===== config.mk =====
export PLATFORM = sky130hd
export DESIGN_NAME = pvcr_vendor_regs
export DESIGN_NICKNAME = d
export VERILOG_FILES = /design/src/pvcr_pkg.sv /design/src/pvcr_vendor_regs.sv
export SDC_FILE = /design/constraint.sdc
export NUM_CORES = 1
export LEC_CHECK = 0
export BUFFER_PORTS_ARGS = -buffer_cell sky130_fd_sc_hd__buf_4
export CORE_ASPECT_RATIO = 1.75
export CORE_MARGIN = 4
export CORE_UTILIZATION = 56
export CTS_CLUSTER_DIAMETER = 100
export CTS_CLUSTER_SIZE = 30
export DETAILED_ROUTE_END_ITERATION = 10
export HOLD_SLACK_MARGIN = 0.05
export PLACE_DENSITY = 0.75
export REMOVE_ABC_BUFFERS = 1
export SLEW_MARGIN = 20
export SYNTH_ARGS = -nofsm -noshare
export SYNTH_HDL_FRONTEND = slang
export SYNTH_SLANG_ARGS = --single-unit

===== constraint.sdc =====
create_clock -name CORE_CLK -period 2.05 [get_ports CORE_CLK]
set_input_delay 0.3075 -clock CORE_CLK [delete_from_list [all_inputs] [get_ports CORE_CLK]]
set_output_delay 0.3075 -clock CORE_CLK [all_outputs]
set_load 0.05 [all_outputs]

===== src/pvcr_pkg.sv =====
// Package for the vendor control register slice: offsets, reset values, field positions and carrier types.
// Assumes a 5-bit management register address and 16-bit register data, as on the serial management port.
package pvcr_pkg;
  localparam int REG_AW = 5;
  localparam int REG_DW = 16;

  localparam logic [REG_AW-1:0] ADDR_DIGITAL_POWER_CONTROL = 5'h10;
  localparam logic [REG_AW-1:0] ADDR_ANALOG_FRONTEND_CONTROL = 5'h11;
  localparam logic [REG_AW-1:0] ADDR_SYMBOL_ERROR_FRAME_COUNTER = 5'h15;
  localparam logic [REG_AW-1:0] ADDR_STRAP_OVERRIDE_CONTROL = 5'h16;

  localparam int BIT_PLL_OFF = 4;
  localparam int BIT_SLOW_OSC_ENABLE = 5;
  localparam int BIT_WAKE_EVENT_ENABLE = 15;
  localparam int BIT_READ_ONLY_16 = 10;
  localparam int BIT_BROADCAST_ADDRESS_DISABLE = 9;

  localparam logic [REG_DW-1:0] RST_DIGITAL_POWER_CONTROL = 16'h0000;
  localparam logic [REG_DW-1:0] RST_ANALOG_FRONTEND_CONTROL = 16'h0000;
  localparam logic [REG_DW-1:0] RST_SYMBOL_ERROR_FRAME_COUNTER = 16'h0000;
  // Bit 15 is replaced by the strap once it has been sampled
  localparam logic [REG_DW-1:0] RST_STRAP_OVERRIDE_CONTROL = 16'h0001;
  localparam logic [REG_DW-1:0] WMASK_STRAP_OVERRIDE_CONTROL = 16'hfbff;
  localparam logic [REG_DW-1:0] COUNTER_MAX = 16'hffff;

  // One management access as decoded by the serial frame engine
  typedef struct packed {
    logic rd;
    logic wr;
    logic [REG_AW-1:0] addr;
    logic [REG_DW-1:0] wdata;
  } pvcr_mgmt_req_t;

  // Wake output pins 21 and 30, one bit each
  typedef struct packed {
    logic pin21;
    logic pin30;
  } pvcr_wake_pins_t;
endpackage : pvcr_pkg


===== src/pvcr_vendor_regs.sv =====
// Vendor control registers 10h, 11h, 15h and 16h of a 10/100 transceiver, plus the logic they steer.
// Assumes the serial management frame engine hands over one decoded access per cycle on CORE_CLK,
// and that energy-detect state, symbol-error frame pulses and wake events come from CORE_CLK logic.
// Strap pins are asynchronous and pass a two-flop synchroniser.
module pvcr_vendor_regs
  import pvcr_pkg::*;
(
  input wire logic CORE_CLK, // Core clock, 10 MHz
  input wire logic RST_N, // Synchronous reset, active low
  input wire pvcr_mgmt_req_t MGMT_REQ, // Decoded management access, rd/wr one-cycle pulses
  output logic [REG_DW-1:0] MGMT_RDATA, // Read data, valid the cycle after rd
  input wire logic ENERGY_DETECT_POWER_DOWN, // Device is in energy-detect power-down
  input wire logic AFE_SW_POWER_DOWN, // Software power-down request from basic control
  input wire logic RECEIVE_SYMBOL_ERROR, // One-cycle pulse per received frame with symbol error
  input wire logic POWER_MGMT_WAKE_EVENT, // Wake event detected by the wake-on-LAN logic
  input wire logic [1:0] WAKE_PIN_MODE, // Bits 15:14 of device 1Fh register 0
  input wire logic WAKE_ENABLE_STRAP, // Wake-enable strapping pin, asynchronous
  input wire logic BROADCAST_ADDRESS_DISABLE_STRAP, // Broadcast-off strapping pin, asynchronous
  output logic PLL_OFF, // PLL switched off
  output logic SLOW_OSC_SELECT, // Internal slow oscillator selected
  output logic REFERENCE_CRYSTAL_INPUT_DISCONNECT, // Reference crystal input disconnected
  output logic ANALOG_FRONTEND_POWER_DOWN, // Analog frontend powered down
  output logic BROADCAST_ADDRESS_DISABLE, // Management address 0 is not broadcast
  output pvcr_wake_pins_t WAKE_PINS // Wake output pins 21 and 30
);

  logic [REG_DW-1:0] digital_power_control;
  logic [REG_DW-1:0] analog_frontend_control;
  logic [REG_DW-1:0] symbol_error_frame_counter;
  logic [REG_DW-1:0] strap_override_control;
  logic wake_strap_s1;
  logic wake_strap_s2;
  logic bcast_strap_s1;
  logic bcast_strap_s2;
  logic strap_loaded;

  wire wr_dig = MGMT_REQ.wr && (MGMT_REQ.addr == ADDR_DIGITAL_POWER_CONTROL);
  wire wr_afe = MGMT_REQ.wr && (MGMT_REQ.addr == ADDR_ANALOG_FRONTEND_CONTROL);
  wire wr_strap = MGMT_REQ.wr && (MGMT_REQ.addr == ADDR_STRAP_OVERRIDE_CONTROL);
  wire rd_counter = MGMT_REQ.rd && (MGMT_REQ.addr == ADDR_SYMBOL_ERROR_FRAME_COUNTER);
  wire wake_en = strap_override_control[BIT_WAKE_EVENT_ENABLE];
  wire slow_osc_en = analog_frontend_control[BIT_SLOW_OSC_ENABLE];
  wire counter_full = (symbol_error_frame_counter == COUNTER_MAX);

  logic [REG_DW-1:0] read_mux;
  always_comb
  begin
    if (MGMT_REQ.addr == ADDR_DIGITAL_POWER_CONTROL)
      read_mux = digital_power_control;
    else if (MGMT_REQ.addr == ADDR_ANALOG_FRONTEND_CONTROL)
      read_mux = analog_frontend_control;
    else if (MGMT_REQ.addr == ADDR_SYMBOL_ERROR_FRAME_COUNTER)
      read_mux = symbol_error_frame_counter;
    else if (MGMT_REQ.addr == ADDR_STRAP_OVERRIDE_CONTROL)
      read_mux = strap_override_control;
    else
      read_mux = '0;
  end

  // An event in the reading cycle is counted after the clear, so it is never lost
  logic [REG_DW-1:0] next_counter;
  always_comb
  begin
    if (rd_counter)
      next_counter = RECEIVE_SYMBOL_ERROR ? 16'h0001 : 16'h0000;
    else if (RECEIVE_SYMBOL_ERROR && !counter_full)
      next_counter = symbol_error_frame_counter + 16'h0001;
    else
      next_counter = symbol_error_frame_counter;
  end

  // Strap synchronisers are not reset so they are already settled when reset releases
  always_ff @(posedge CORE_CLK)
  begin
    wake_strap_s1 <= WAKE_ENABLE_STRAP;
    wake_strap_s2 <= wake_strap_s1;
    bcast_strap_s1 <= BROADCAST_ADDRESS_DISABLE_STRAP;
    bcast_strap_s2 <= bcast_strap_s1;
  end

  always_ff @(posedge CORE_CLK)
  begin
    if (!RST_N)
    begin
      digital_power_control <= RST_DIGITAL_POWER_CONTROL;
      analog_frontend_control <= RST_ANALOG_FRONTEND_CONTROL;
      symbol_error_frame_counter <= RST_SYMBOL_ERROR_FRAME_COUNTER;
      strap_override_control <= RST_STRAP_OVERRIDE_CONTROL;
      strap_loaded <= 1'b0;
      MGMT_RDATA <= '0;
    end
    else
    begin
      symbol_error_frame_counter <= next_counter;
      if (MGMT_REQ.rd)
        MGMT_RDATA <= read_mux;
      if (wr_dig)
        digital_power_control <= MGMT_REQ.wdata;
      if (wr_afe)
        analog_frontend_control <= MGMT_REQ.wdata;
      // Strap sampling on the first edge after release wins over a write in that cycle
      if (!strap_loaded)
      begin
        strap_override_control[BIT_WAKE_EVENT_ENABLE] <= wake_strap_s2;
        strap_loaded <= 1'b1;
      end
      else if (wr_strap)
        strap_override_control <= (MGMT_REQ.wdata & WMASK_STRAP_OVERRIDE_CONTROL)
          | (strap_override_control & ~WMASK_STRAP_OVERRIDE_CONTROL);
    end
  end

  always_ff @(posedge CORE_CLK)
  begin
    if (!RST_N)
    begin
      PLL_OFF <= 1'b0;
      SLOW_OSC_SELECT <= 1'b0;
      REFERENCE_CRYSTAL_INPUT_DISCONNECT <= 1'b0;
      ANALOG_FRONTEND_POWER_DOWN <= 1'b0;
      BROADCAST_ADDRESS_DISABLE <= 1'b0;
      WAKE_PINS <= '0;
    end
    else
    begin
      PLL_OFF <= digital_power_control[BIT_PLL_OFF] && ENERGY_DETECT_POWER_DOWN;
      SLOW_OSC_SELECT <= slow_osc_en;
      REFERENCE_CRYSTAL_INPUT_DISCONNECT <= slow_osc_en;
      ANALOG_FRONTEND_POWER_DOWN <= slow_osc_en || AFE_SW_POWER_DOWN;
      BROADCAST_ADDRESS_DISABLE <= strap_override_control[BIT_BROADCAST_ADDRESS_DISABLE]
        || bcast_strap_s2;
      // Mode 00 disables both pins; 01 pin 21, 10 pin 30, 11 both
      WAKE_PINS.pin21 <= wake_en && WAKE_PIN_MODE[0] && POWER_MGMT_WAKE_EVENT;
      WAKE_PINS.pin30 <= wake_en && WAKE_PIN_MODE[1] && POWER_MGMT_WAKE_EVENT;
    end
  end
endmodule : pvcr_vendor_regs


==> reports/metrics.csv <==
stage,metric,value,unit
run_status,status,"finished, final reports clean",
detailed_routing,drtPass1Iterations,7,
clock_tree,cts_tree,built,
sta,fin_crit,1830,ps
floorplanning,fp.dieH,117,um
global_routing,grt_pass1_wl,15.9,mm
global_routing,grt_overflow,0,
yosys,syn_area,0.00380,mm2
global_routing,grt_usage,24.7,%
power_and_ir_drop,power_density,805,mW/mm2
floorplanning,die_w,70.3,um
sta,slew_headroom,66.9,%
clock_tree,cts.path.max_buffers,2,
global_routing,first_global_vias,3231,
detailed_routing,vias,3453,
detailed_routing,drc,0,
layout,layout_commonest_cell,dfxtp_1,
clock_tree,postCtsHoldBufs,0,
sta,max_freq,0.545,GHz
floorplanning,dieArea,0.00822,mm2
detailed_routing,viasPerCell,6.12,
yosys,synthArstFlopShare,0,%
global_routing,use_met3,4.27,%
yosys,synth_seq_cells,90,
sta,fin_ws,216,ps
layout,layout.nets,511,
layout,n_antenna_cell,0,
sta,finalSetupViolCount,0,
placed_design,hpwl,6.52,mm
floorplanning,rows,39,
power_and_ir_drop,leakagePower,1.76,nW
sta,worst_pin_slew,492,ps
clock_tree,clk-insertion-delay-late,340,ps
clock_tree,clk_pin_slew,60,ps
floorplanning,initial_core_util,57.7,%
layout,most-common-layout-cells,"dfxtp_1 (90), buf_4 (74), nand2_1 (59), nand3_1 (42), a21oi_1 (40)",
sta,final_max_slew_viol_count,0,
setup_path,cp.arrival,2110,ps
yosys,ys.warnings.count,0,
clock_tree,post_cts_buffers,0,
setup_path,critPathMaxFanout,7,
sta,hold_violations,0,
global_routing,met1_usage,29.0,%
placed_design,gp_congestion,0.856,
setup_path,cp.required,2320,ps
placed_design,place.port_buffers,55,
global_routing,antenna_found_initial,0,
yosys,synth.distinct_cells,51,
job,maxCapViolations,0,
global_routing,grt_max_degree,37,
yosys,syn_area_per_cell,8.78,um2
floorplanning,core_area,0.00659,mm2
yosys,ys_seq_area_share,47.4,%
detailed_routing,drtIter0Drc,259,
clock_tree,cts-buffers-inserted,9,
detailed_routing,avgRoutedWirePerCell,17.4,um
layout,fin_area,0.00453,mm2
global_routing,busiest_layer,met2,
clock_tree,htreeDepth,3,
yosys,synth_edf_count,0,
detailed_routing,wl,9.82,mm
layout,layout-drive-gt1-share,19.3,%
setup_path,worst-r2r-setup-slack,220,ps
layout,fin_util,68.8,%
floorplanning,io_pins,56,
setup_path,start_kind,flop,
power_and_ir_drop,worst_ir_drop_vdd,723,uV
clock_tree,cts_root_buffer,clkbuf_16,
yosys,synth_ff_type,dfxtp_1,
detailed_routing,antenna_left,0,
sta,rsz0062_at_grt,no,
global_routing,gr-usage-met2,43.0,%
placed_design,place_ws,227,ps
sta,fin_skew,4.20,ps
setup_path,criticalPathCategory,flop to flop,
yosys,synth_cells,433,
sta,fin_crit_sh,89.5,%
layout,area_delta_synth_final,19.2,%
placed_design,place_area,0.00425,mm2
clock_tree,cts.sinks,90,
setup_path,end_kind,flop,
sta,fin_tns_setup,0,ps
worst_hold_path,min_path_type,input pin to flop,
clock_tree,post_cts_resize_count,0,
-- sequential cells by signal, indices dropped and copies added (netlist names) --
| register | flops |
|---|---|
| symbol_error_frame_counter | 16 |
| analog_frontend_control | 16 |
| WAKE_PINS | 2 |
| REFERENCE_CRYSTAL_INPUT_DISCONNECT | 1 |
| MGMT_RDATA | 16 |
| wake_strap_s2 | 1 |
| bcast_strap_s2 | 1 |
| digital_power_control | 16 |
| strap_loaded | 1 |
| BROADCAST_ADDRESS_DISABLE | 1 |
| ANALOG_FRONTEND_POWER_DOWN | 1 |
| strap_override_control | 15 |
| wake_strap_s1 | 1 |
| bcast_strap_s1 | 1 |
| PLL_OFF | 1 |
-- per-layer routing --
metal	part of all wire, %	vias up
li1	-	1683
met1	40	1639
met5	0	-
met2	52	109
met3	5.2	22
met4	2.9	0
-- cell families after synthesis --
group	count (synthesis)	share of synthesized area, %
and+or+nand+nor	165	21.6
adders and majority gates	1	0.329
buffers and inverters	43	5.79
AOI/OAI and AO/OA	115	19.8
muxes	19	5.04
DFF	90	47.4
-- area by class of cell --
type                    count  area [um2]
flip-flops and latches     90        1800
well taps                  82         103
clock inverters             2        10.0
multi-input cells         300        1780
fillers                   570        2060
clock buffers              14         274
inverters                   2        7.51
repair buffers             74         556
-- cell usage after synthesis (3+ instances only) --
cell type,n,area (um2)
mux2i_1,18,180
buf_2,13,65.1
nand3_1,42,210
buf_6,3,33.8
a21oi_1,40,200
a31oi_1,17,106
clkbuf_1,20,75.1
nor3_1,3,15.0
or4_1,3,22.5
nor2b_1,4,25.0
nand2_1,59,221
o311ai_0,3,26.3
o21a_1,3,22.5
nand4_1,7,43.8
nor2_1,20,75.1
and4_1,6,52.6
a222oi_1,15,150
dfxtp_1,90,1800
o21ai_0,18,90.1
and2_1,6,37.5
o41ai_1,4,35.0
-- where the power goes --
| group | internal, mW | leakage, nW | total, mW | switching (mW) |
|---|---|---|---|---|
| registers | 1.78 | 0.731 | 1.80 | 0.0199 |
| clock network | 0.917 | 0.143 | 1.55 | 0.638 |
| logic | 0.105 | 0.885 | 0.291 | 0.186 |
| total | 2.80 | 1.76 | 3.65 | 0.843 |
-- critical path, stage by stage (launching register included) --
cell and delay, ps:
dfxtp_1 440, ha_1 240, and3_1 280, nand3_1 210, or4_1 450, a21oi_1 140
-- through the flow --
| stage | hold slack [ps] | total power, mW | instances |
|---|---|---|---|
| floorplan | 310 | 1.97 | 392 |
| global placement | 312 | 2.12 | 548 |
| detailed placement | 316 | 2.13 | 548 |
| CTS | 65.7 | 3.66 | 564 |
| global route | 64.2 | 3.76 | 564 |
| finish | 70.6 | 3.65 | 564 |
-- final timing paths --
check / start / to / depth (start not counted)
worst min register to register: wake_strap_s1 / wake_strap_s2 / 0
worst max register to register: symbol_error_frame_counter[0] / symbol_error_frame_counter[8] / 5
worst min-delay path: BROADCAST_ADDRESS_DISABLE_STRAP / bcast_strap_s1 / 1
worst max-delay path: symbol_error_frame_counter[0] / symbol_error_frame_counter[8] / 5
(Power assumes the default switching activity.)
